[src/hw/gpio_ctrl_pkg.sv]
package gpio_ctrl_pkg;

  localparam logic [7:0] DIR_OFFSET = 8'h0A;
  localparam logic [7:0] LEVEL_OFFSET = 8'h0B;
  localparam logic [7:0] IRQ_EN_OFFSET = 8'h0C;
  localparam logic [7:0] CTRL_OFFSET = 8'h0E;

  localparam logic [7:0] DIR_RESET = 8'h00;
  localparam logic [7:0] LEVEL_RESET = 8'hFF;
  localparam logic [7:0] IRQ_EN_RESET = 8'h00;
  localparam logic [3:0] CTRL_RESET = 4'h0;

  localparam int CTRL_LATCH_BIT = 0;
  localparam int CTRL_MODEM_A_BIT = 1;
  localparam int CTRL_MODEM_B_BIT = 2;
  localparam int CTRL_SWRST_BIT = 3;

  // Position of each modem line inside its four-pin group
  localparam int MODEM_SET_READY_POS = 0;
  localparam int MODEM_TERMINAL_READY_POS = 1;
  localparam int MODEM_CARRIER_DETECT_POS = 2;
  localparam int MODEM_RING_INDICATE_POS = 3;

  typedef struct packed {
    logic [7:0] addr;
    logic wr;
    logic rd;
    logic [7:0] wdata;
  } reg_req_s;

  typedef struct packed {
    logic ring_indicate;
    logic carrier_detect;
    logic set_ready;
  } modem_in_s;

endpackage : gpio_ctrl_pkg

[src/hw/gpio_irq_modem_select_ctrl.sv]
`timescale 1ns/10ps
// Contract
// - One interrupt enable bit per pin; 0 disables, 1 enables.
// - Enables of a group in modem function have no effect.
// - Writing 1 to control bit 3 resets the whole device; the read data register keeps its value.
// - Software reset bit clears itself once that reset completes.
// - Control bit 2 selects pins 3..0 as GPIO or channel B modem lines.
// - Control bit 1 selects pins 7..4 as GPIO or channel A modem lines.
// - Without latching, pin interrupt clears if input returns before read.
// - With latching, interrupt holds and state bit keeps the causing level.
// - Direction bit 0 input, 1 output; resets to all inputs.
// - State read gives pin levels; write drives output pins; resets to ones.
module gpio_irq_modem_select_ctrl (
  input wire logic ref_clk_i,
  input wire logic rstn_i,
  input wire gpio_ctrl_pkg::reg_req_s reg_req_i,
  output logic [7:0] reg_rdata_o,
  input wire logic [7:0] pin_in_i,
  output logic [7:0] pin_out_o,
  output logic [7:0] pin_oe_o,
  input wire logic terminal_ready_a_i,
  input wire logic terminal_ready_b_i,
  output gpio_ctrl_pkg::modem_in_s modem_a_o,
  output gpio_ctrl_pkg::modem_in_s modem_b_o,
  output logic pin_irq_o,
  output logic soft_reset_o
);

  logic [7:0] pin_direction_register;
  logic [7:0] pin_level_register;
  logic [7:0] pin_interrupt_enable;
  logic [3:0] pin_control;
  logic [7:0] last_read;
  logic [7:0] latched_level;
  logic [7:0] latched_pend;

  wire sw_rst = pin_control[gpio_ctrl_pkg::CTRL_SWRST_BIT];
  wire latch_en = pin_control[gpio_ctrl_pkg::CTRL_LATCH_BIT];
  wire modem_a = pin_control[gpio_ctrl_pkg::CTRL_MODEM_A_BIT];
  wire modem_b = pin_control[gpio_ctrl_pkg::CTRL_MODEM_B_BIT];
  wire [7:0] gpio_mode = {{4{~modem_a}}, {4{~modem_b}}};

  wire wr_dir = reg_req_i.wr && (reg_req_i.addr == gpio_ctrl_pkg::DIR_OFFSET);
  wire wr_level = reg_req_i.wr && (reg_req_i.addr == gpio_ctrl_pkg::LEVEL_OFFSET);
  wire wr_irq_en = reg_req_i.wr && (reg_req_i.addr == gpio_ctrl_pkg::IRQ_EN_OFFSET);
  wire wr_ctrl = reg_req_i.wr && (reg_req_i.addr == gpio_ctrl_pkg::CTRL_OFFSET);
  wire rd_level = reg_req_i.rd && (reg_req_i.addr == gpio_ctrl_pkg::LEVEL_OFFSET);

  // Watched pins: enabled, in GPIO function and configured as input
  // Only inputs are watched; an output pin never interrupts
  wire [7:0] pin_is_input = ~pin_direction_register;
  wire [7:0] watch = pin_interrupt_enable & gpio_mode & pin_is_input;
  wire [7:0] differs = (pin_in_i ^ last_read) & watch;
  wire [7:0] state_view;
  wire [7:0] pending;

  genvar i;
  generate
    for (i = 0; i < 8; i++) begin : g_pin
      // Latched pins show the captured level until read
      assign state_view[i] = latched_pend[i] ? latched_level[i] : pin_in_i[i];
      // Unlatched pins simply compare, so a return to the old level drops it
      assign pending[i] = latch_en ? latched_pend[i] : differs[i];
      // Held while pending; a read releases it
      wire keep_pend = latched_pend[i] && !rd_level;
      // Captured level follows the pin while nothing is pending or in a state read cycle
      wire capture = !latched_pend[i] || rd_level;
      always_ff @(posedge ref_clk_i or negedge rstn_i) begin
        if (!rstn_i) begin
          latched_pend[i] <= 1'b0;
        end else if (sw_rst) begin
          latched_pend[i] <= 1'b0;
        end else if (keep_pend) begin
          latched_pend[i] <= watch[i] && latch_en;
        end else begin
          // A change in the read cycle itself sets no pending bit; last_read takes the new level instead
          latched_pend[i] <= differs[i] && latch_en && !rd_level;
        end
      end

      always_ff @(posedge ref_clk_i or negedge rstn_i) begin
        if (!rstn_i) begin
          latched_level[i] <= 1'b0;
        end else if (sw_rst) begin
          latched_level[i] <= 1'b0;
        end else if (capture) begin
          latched_level[i] <= pin_in_i[i];
        end
      end
    end
  endgenerate

  // One-hot read select; unmapped offsets select nothing and read zero
  wire rd_sel_dir = (reg_req_i.addr == gpio_ctrl_pkg::DIR_OFFSET);
  wire rd_sel_level = (reg_req_i.addr == gpio_ctrl_pkg::LEVEL_OFFSET);
  wire rd_sel_irq_en = (reg_req_i.addr == gpio_ctrl_pkg::IRQ_EN_OFFSET);
  wire rd_sel_ctrl = (reg_req_i.addr == gpio_ctrl_pkg::CTRL_OFFSET);
  wire [7:0] ctrl_view = {4'h0, pin_control};
  wire [7:0] rd_mux =
    ({8{rd_sel_dir}} & pin_direction_register) |
    ({8{rd_sel_level}} & state_view) |
    ({8{rd_sel_irq_en}} & pin_interrupt_enable) |
    ({8{rd_sel_ctrl}} & ctrl_view);

  // Modem function routing per group
  wire [7:0] next_out;
  wire [7:0] next_oe;
  assign next_out[7:4] = modem_a ?
    {2'b00, terminal_ready_a_i, 1'b0} : pin_level_register[7:4];
  assign next_out[3:0] = modem_b ?
    {2'b00, terminal_ready_b_i, 1'b0} : pin_level_register[3:0];
  assign next_oe[7:4] = modem_a ? 4'h2 : pin_direction_register[7:4];
  assign next_oe[3:0] = modem_b ? 4'h2 : pin_direction_register[3:0];

  // Each modem group is one nibble of the pins
  wire [3:0] group_a = pin_in_i[7:4];
  wire [3:0] group_b = pin_in_i[3:0];

  // Inactive modem inputs read high, as the lines are active low
  assign modem_a_o.ring_indicate =
    modem_a ? group_a[gpio_ctrl_pkg::MODEM_RING_INDICATE_POS] : 1'b1;
  assign modem_a_o.carrier_detect =
    modem_a ? group_a[gpio_ctrl_pkg::MODEM_CARRIER_DETECT_POS] : 1'b1;
  assign modem_a_o.set_ready =
    modem_a ? group_a[gpio_ctrl_pkg::MODEM_SET_READY_POS] : 1'b1;
  assign modem_b_o.ring_indicate =
    modem_b ? group_b[gpio_ctrl_pkg::MODEM_RING_INDICATE_POS] : 1'b1;
  assign modem_b_o.carrier_detect =
    modem_b ? group_b[gpio_ctrl_pkg::MODEM_CARRIER_DETECT_POS] : 1'b1;
  assign modem_b_o.set_ready =
    modem_b ? group_b[gpio_ctrl_pkg::MODEM_SET_READY_POS] : 1'b1;

  assign pin_irq_o = |pending;
  assign soft_reset_o = sw_rst;

  // Software reset lasts one cycle and puts every register back except the read data and the pad registers, which follow a cycle later
  always_ff @(posedge ref_clk_i or negedge rstn_i) begin
    if (!rstn_i) begin
      pin_direction_register <= gpio_ctrl_pkg::DIR_RESET;
    end else if (sw_rst) begin
      pin_direction_register <= gpio_ctrl_pkg::DIR_RESET;
    end else if (wr_dir) begin
      pin_direction_register <= reg_req_i.wdata;
    end
  end

  // Written value reaches only pins set as outputs
  always_ff @(posedge ref_clk_i or negedge rstn_i) begin
    if (!rstn_i) begin
      pin_level_register <= gpio_ctrl_pkg::LEVEL_RESET;
    end else if (sw_rst) begin
      pin_level_register <= gpio_ctrl_pkg::LEVEL_RESET;
    end else if (wr_level) begin
      pin_level_register <= reg_req_i.wdata;
    end
  end

  // Enables of modem groups are kept but masked in watch
  always_ff @(posedge ref_clk_i or negedge rstn_i) begin
    if (!rstn_i) begin
      pin_interrupt_enable <= gpio_ctrl_pkg::IRQ_EN_RESET;
    end else if (sw_rst) begin
      pin_interrupt_enable <= gpio_ctrl_pkg::IRQ_EN_RESET;
    end else if (wr_irq_en) begin
      pin_interrupt_enable <= reg_req_i.wdata;
    end
  end

  // Reserved bits 7:4 are not stored and read as zero
  always_ff @(posedge ref_clk_i or negedge rstn_i) begin
    if (!rstn_i) begin
      pin_control <= gpio_ctrl_pkg::CTRL_RESET;
    end else if (sw_rst) begin
      pin_control <= gpio_ctrl_pkg::CTRL_RESET;
    end else if (wr_ctrl) begin
      pin_control <= reg_req_i.wdata[3:0];
    end
  end

  // Reference level for change detection
  always_ff @(posedge ref_clk_i or negedge rstn_i) begin
    if (!rstn_i) begin
      last_read <= gpio_ctrl_pkg::LEVEL_RESET;
    end else if (sw_rst) begin
      last_read <= gpio_ctrl_pkg::LEVEL_RESET;
    end else if (rd_level) begin
      last_read <= state_view;
    end
  end

  // Read data holds until the next read
  always_ff @(posedge ref_clk_i or negedge rstn_i) begin
    if (!rstn_i) begin
      reg_rdata_o <= 8'h00;
    end else if (reg_req_i.rd) begin
      reg_rdata_o <= rd_mux;
    end
  end

  // Pad drive is registered so decode glitches never reach a pin
  always_ff @(posedge ref_clk_i or negedge rstn_i) begin
    if (!rstn_i) begin
      pin_out_o <= gpio_ctrl_pkg::LEVEL_RESET;
    end else begin
      pin_out_o <= next_out;
    end
  end

  // Modem groups override the direction register
  always_ff @(posedge ref_clk_i or negedge rstn_i) begin
    if (!rstn_i) begin
      pin_oe_o <= gpio_ctrl_pkg::DIR_RESET;
    end else begin
      pin_oe_o <= next_oe;
    end
  end

endmodule : gpio_irq_modem_select_ctrl

[config.mk]
export PLATFORM = sky130hd
export DESIGN_NAME = gpio_irq_modem_select_ctrl
export DESIGN_NICKNAME = d
export VERILOG_FILES = /design/src/hw/gpio_ctrl_pkg.sv /design/src/hw/gpio_irq_modem_select_ctrl.sv
export SDC_FILE = /design/constraint.sdc
export NUM_CORES = 1
export LEC_CHECK = 0
export BUFFER_PORTS_ARGS = -buffer_cell sky130_fd_sc_hd__buf_2
export CORE_ASPECT_RATIO = 0.5
export CORE_MARGIN = 2
export CORE_UTILIZATION = 40
export CTS_BUF_LIST = sky130_fd_sc_hd__clkbuf_8
export CTS_CLUSTER_SIZE = 40
export DETAILED_ROUTE_END_ITERATION = 10
export GPL_TIMING_DRIVEN = 0
export PLACE_DENSITY = 0.57
export SETUP_SLACK_MARGIN = 0.15
export SLEW_MARGIN = 15
export SYNTH_ARGS = -nofsm -noshare
export SYNTH_HDL_FRONTEND = slang
export SYNTH_SLANG_ARGS = --single-unit
[constraint.sdc]
create_clock -name ref_clk_i -period 1.9 [get_ports ref_clk_i]
set_clock_uncertainty 0.05 [all_clocks]
set_input_delay 0.095 -clock ref_clk_i [delete_from_list [all_inputs] [get_ports ref_clk_i]]
set_output_delay 0.095 -clock ref_clk_i [all_outputs]
set_load 0.005 [all_outputs]
==> results.tsv, run 1 <==
metric	value	unit
Post-synth ARST share	100	%
CP max stage delay	560	ps
clock-pin slew on the worst setup and hold paths	80	ps
post-synthesis sequential area ratio	53.2	%
Slew Limit Fails	0	
first-pass GRT wire length	15700	µm
Total Wirelength	9410	µm
Initial Utilization	41.4	%
Synth cell types	34	
routed vias	2789	
Mapped Cells	335	
Post-synth EDFFs	0	
Max-Cap Viols	0	
Peak VDD IR	0.325	mV
Top delay family on crit path	flip-flops	
core box area	8770	µm²
pre-CTS setup slack	-126	ps
CTS Buf Count	9	
P per Cell Area	735	nW/µm²
Warnings, synthesis	0	
CTS tree	built	
Pleak	2.09	nW
Fin Setup TNS	0	ps
Final Cell Area	4510	µm²
critical setup path kind	flip-flop to output pin	
Rows	24	
fmax	0.540	GHz
critical path, cell by cell	xor2_2, nand3_1, and3_4, o22ai_2, buf_2	
Syn-to-layout area delta	24.3	%
Area after DPL	4100	µm²
#FFs+latches synth	76	
Fin. Hold Viols	0	
Sink Count	76	
worst setup margin	49.2	ps
Worst Path Required	1750	ps
area of the multi-input gates	1630	µm²
fraction of layout cells with a size suffix above 1	31.8	%
status	finished, final reports clean	
# fillers	847	
average wire per standard cell	17.3	µm
die area	9910	µm²
largest net degree at the start of global routing	51	
Total Nets Final	453	
Total GRT Usage	20.8	%
Hold Crit Class	input port to flip-flop	
Syn Std Cell Area	3630	µm²
H-tree levels	3	
quantity of I/O buffers inserted on ports	58	
Ant. Diodes	0	
# DRC	0	
Slew @ Worst Pin	592	ps
Period minus WS final	1850	ps
Root Buffer	clkbuf_8	
crit start category	flip-flop	
post-DP HPWL	6680	µm
syn nets	365	
die boundary width	139	µm
Tcrit/Tclk final	97.4	%
RSZ-0062 raised after global routing	yes	
Routed Antenna Nets	0	
Rel. slew slack	60.5	%
Final setup viols	0	
worst skew pair latency	360	ps
Most used DFF post-synth	dfrtp_1	
vias in the first global route	2899	
total grt overflow	0	
Mean Syn Cell Area	10.8	µm²
die height	71.4	µm
total power	3.32	mW
CP Max Fanout	2	
sequential standard cell area	1930	µm²
initial antenna violation count	0	
Placer Congestion	0.894	
I/O pin count	62	
slowest CP cell	dfstp_2	
Initial DRT Pass Iterations	4	
Worst Setup End Kind	output pin	
initial drt markers	186	
critical path arrival	1710	ps
CP Buf/Inv Count	1	
clock tree buffer depth	2	
detail-routed via count per cell	5.12	
-- state kept, by name (all words and copies together), names as in the netlist --
name                    cells
reg_rdata_o                 8
pin_interrupt_enable        8
last_read                   8
latched_pend                8
pin_control                 4
pin_out_o                   8
pin_level_register          8
pin_oe_o                    8
latched_level               8
pin_direction_register      8
-- tightest hold or removal path: stages --
cell,delay [ps]
buf_2,140
mux2i_1,80
nor2_1,90
-- power breakdown --
part	switching [mW]	total [mW]	internal [mW]
Clock	0.603	1.10	0.498
Sequential	0.0629	1.81	1.75
Combinational	0.215	0.408	0.193
Total	0.880	3.32	2.44
-- metrics by stage --
step,instances,util (%),hold slack [ps]
global route,545,51.5,67.4
finish,545,51.5,33.3
floorplan,335,-,-251
CTS,545,51.3,3.51
global placement,510,46.4,292
detailed placement,511,46.7,-8.43
-- cell usage in the layout (no fill, tap or decap), types with 10 or more instances in the layout --
cell,synthesis,final
dfstp_2,24,24
nand3_1,13,13
nor2_1,48,47
inv_1,10,12
clkbuf_8,0,10
nand3b_1,11,11
nand2b_1,15,15
dfrtp_1,52,50
buf_2,5,62
mux2i_1,35,35
nor2b_1,14,14
mux2_2,14,14
dlygate4sd3_1,0,18
clkbuf_1,13,11
-- metal layers --
layer  up-vias  wire length [µm]  GRT usage [%]
li1       1337                 -              -
met5         -                 0              0
met1      1362              4710           30.0
met2        77              3970           30.5
met4         0               128           8.19
met3        13               604           5.21
-- layout make-up --
type,instances,area share (%)
plain buffers,20,2.05
clock buffers,10,3.05
clock inverters,6,0.749
inverters,10,0.832
multi-input cells,229,36.1
flip-flops and latches,76,42.9
well taps,117,3.24
repair buffers,77,11.1
-- cell usage after synthesis (2+ instances only) --
master,count,share of area [%]
and3_1,4,0.69
mux2i_1,35,9.6
nand3b_1,11,2.3
a31oi_1,9,1.6
nor3_4,2,0.90
dfrtp_1,52,36
xor2_1,8,1.9
a21oi_1,9,1.2
nor3_1,2,0.28
clkbuf_1,13,1.3
inv_1,10,1.0
buf_2,5,0.69
dfstp_2,24,17
nand2_1,8,0.83
o211ai_1,4,0.83
a22oi_1,9,1.9
nor2_1,48,5.0
nand3_1,13,1.8
mux2_2,14,4.3
nand2b_1,15,2.6
o21ai_0,4,0.55
nor3b_1,4,0.83
a22o_1,8,1.9
nor2b_1,14,2.4
-- cells by family after synthesis --
kind of cell           after synthesis  share of synthesized area (%)
AND/OR/NAND/NOR                    127                           19.0
flip-flops                          76                           53.2
multiplexers                        49                           14.0
AO/OA/AOI/OAI                       45                           8.37
buffers and inverters               30                           3.48
XOR/XNOR                             8                           1.93
-- final timing paths --
| kind | from | endpoint | slack (ps) | cells past startpoint |
|---|---|---|---|---|
| max | last_read[5] | pin_irq_o | 50 | 5 |
| min | pin_in_i[6] | latched_level[6] | 30 | 3 |
| max reg2reg | pin_control[3] | reg_rdata_o[3] | 300 | 5 |
| min reg2reg | pin_level_register[6] | pin_out_o[6] | 420 | 1 |
| max in group asynchronous | rstn_i | pin_out_o[2] | 1040 | 3 |
| min in group asynchronous | rstn_i | latched_pend[4] | 140 | 2 |
-- what timing repair did --
| action | 4_1_cts | 5_1_grt |
|---|---|---|
| hold endpoints to repair | 94 | 0 |
| cloned | 0 | 0 |
| resized for setup | 9 | 7 |
| hold buffers | 18 | 0 |
| setup buffers | 0 | 0 |
| endpoints found under the setup margin | 7 | 9 |
| pin swaps | 1 | 5 |
No activity file was read; power rests on OpenSTA's default activity.
==> run 2, diff against run 1 <==
==> constraint.sdc (replaced) <==
create_clock -name ref_clk_i -period 1.9 [get_ports ref_clk_i]
set_clock_uncertainty 0.05 [all_clocks]
set_input_delay 0.38 -clock ref_clk_i [delete_from_list [all_inputs] [get_ports ref_clk_i]]
set_output_delay 0.38 -clock ref_clk_i [all_outputs]
set_load 0.005 [all_outputs]
==> run 2 against run 1 <==
Compared with the run above: the run now ends with setup timing left; clock power grew 19%; utilization grew 0.70 points; non-clock buffer count shrank 6; largest cell class unchanged; total power grew 6.7%; final area grew 1.4%; critical path depth is the same; first-iteration DRC count shrank 11%; sequential cell count is the same; sequential power is essentially flat; setup slack lost 250 ps; sequential share of layout area shrank 0.57 points; clock-buffer cell count is the same.
==> results.tsv, run 2 (same netlist as run 1, synthesis figures left out) <==
metric	value	unit
status	finished, violations left	
failing checks	setup timing	
largest net degree at the start of global routing	50	
Worst Path Required	1470	ps
Layout Cells excl Fill	539	
post-DP HPWL	6750	µm
Routed Antenna Nets	0	
die height	71.4	µm
CTS tree	built	
Area after DPL	4110	µm²
Worst Setup End Kind	output pin	
clock tree buffer depth	2	
die area	9910	µm²
Total GRT Usage	20.4	%
initial drt markers	166	
Initial DRT Pass Iterations	4	
total grt overflow	0	
fmax	0.476	GHz
Total Wirelength	9500	µm
Peak VDD IR	0.380	mV
Rows	24	
Syn-to-layout area delta	25.9	%
Ant. Diodes	0	
Root Buffer	clkbuf_8	
CP Max Fanout	2	
CTS Buf Count	9	
Tcrit/Tclk final	111	%
# DRC	0	
first-pass GRT wire length	15100	µm
total power	3.54	mW
critical path arrival	1670	ps
Slew @ Worst Pin	617	ps
Rel. slew slack	58.8	%
vias in the first global route	2755	
critical setup path kind	flip-flop to output pin	
clock-pin slew on the worst setup and hold paths	90	ps
die boundary width	139	µm
Initial Utilization	41.4	%
H-tree levels	3	
most frequent cells in the layout	buf_2, dfrtp_1, nor2_1	
Final Cell Area	4570	µm²
average wire per standard cell	17.6	µm
placed cells	511	
Hold Crit Class	input port to flip-flop	
Slew Limit Fails	0	
I/O pin count	62	
Fin. Hold Viols	0	
Max-Cap Viols	0	
RSZ-0062 raised after global routing	yes	
Sink Count	76	
crit start category	flip-flop	
routed vias	2771	
detail-routed via count per cell	5.14	
# fillers	805	
Pleak	2.12	nW
leading cell type in the layout, fill and taps excluded	buf_2	
Final setup viols	1	
Total Nets Final	447	
Placer Congestion	0.914	
sequential standard cell area	1930	µm²
worst skew pair latency	370	ps
initial antenna violation count	0	
P per Cell Area	774	nW/µm²
worst setup margin	-201	ps
fraction of layout cells with a size suffix above 1	36.7	%
Period minus WS final	2100	ps
quantity of I/O buffers inserted on ports	58	
core box area	8770	µm²
area of the multi-input gates	1680	µm²
Fin Setup TNS	-201	ps
## run 2: routing by layer
layer | wire length [µm] | GRT usage, %
met5 | 0 | 0
met4 | 124 | 7.18
met3 | 518 | 6.28
met2 | 4080 | 29.9
met1 | 4780 | 28.9
## run 2: area by class of cell
class / instances / share of cell area [%]
Timing Repair Buffer: 72 / 10.2
Sequential cell: 76 / 42.3
Clock buffer: 10 / 3.01
Tap cell: 117 / 3.20
Buffer: 19 / 2.08
Inverter: 10 / 0.821
Clock inverter: 6 / 1.59
Multi-Input combinational cell: 229 / 36.8
## run 2: path summary, 6_finish.rpt
path / startpoint / to / slack (ps) / cells past startpoint
setup / recovery: last_read[4] / pin_irq_o / -200 / 5
hold / removal: terminal_ready_b_i / pin_out_o[1] / 200 / 2
setup reg to reg: pin_control[3] / reg_rdata_o[3] / 310 / 5
hold reg to reg: pin_level_register[4] / pin_level_register[4] / 430 / 2
max in group asynchronous: rstn_i / pin_out_o[7] / 760 / 3
min in group asynchronous: rstn_i / latched_level[2] / 420 / 2
## run 2: power by group
group          total (mW)  internal [mW]  leakage (nW)  switching [mW]
clock                1.31          0.653         0.103           0.660
sequential           1.81           1.75         0.936          0.0668
combinational       0.414          0.196          1.08           0.218
## run 2: repair_timing
item / in CTS / in global routing
gates cloned: 0 / 0
setup buffers: 1 / 11
hold buffers: 1 / 0
pin swaps: 1 / 8
endpoints found under the hold margin: 21 / 0
endpoints found under the setup margin: 23 / 34
gates resized for setup: 19 / 15
## run 2: through the flow
stage | setup WS (ps) | hold slack [ps] | util, %
after global placement | -422 | 423 | 46.5
after global routing | -271 | 188 | 52.2
final | -201 | 200 | 52.2
after floorplan | 76.2 | 34.4 | -
after CTS | -213 | 190 | 50.3
after detailed placement | -383 | 280 | 46.8
## run 2: critical path: stages, from the launching register on
cell     delay, ps
dfstp_2        560
xor2_2         180
a32oi_1        120
and3_4         170
o22ai_2        140
buf_2          140
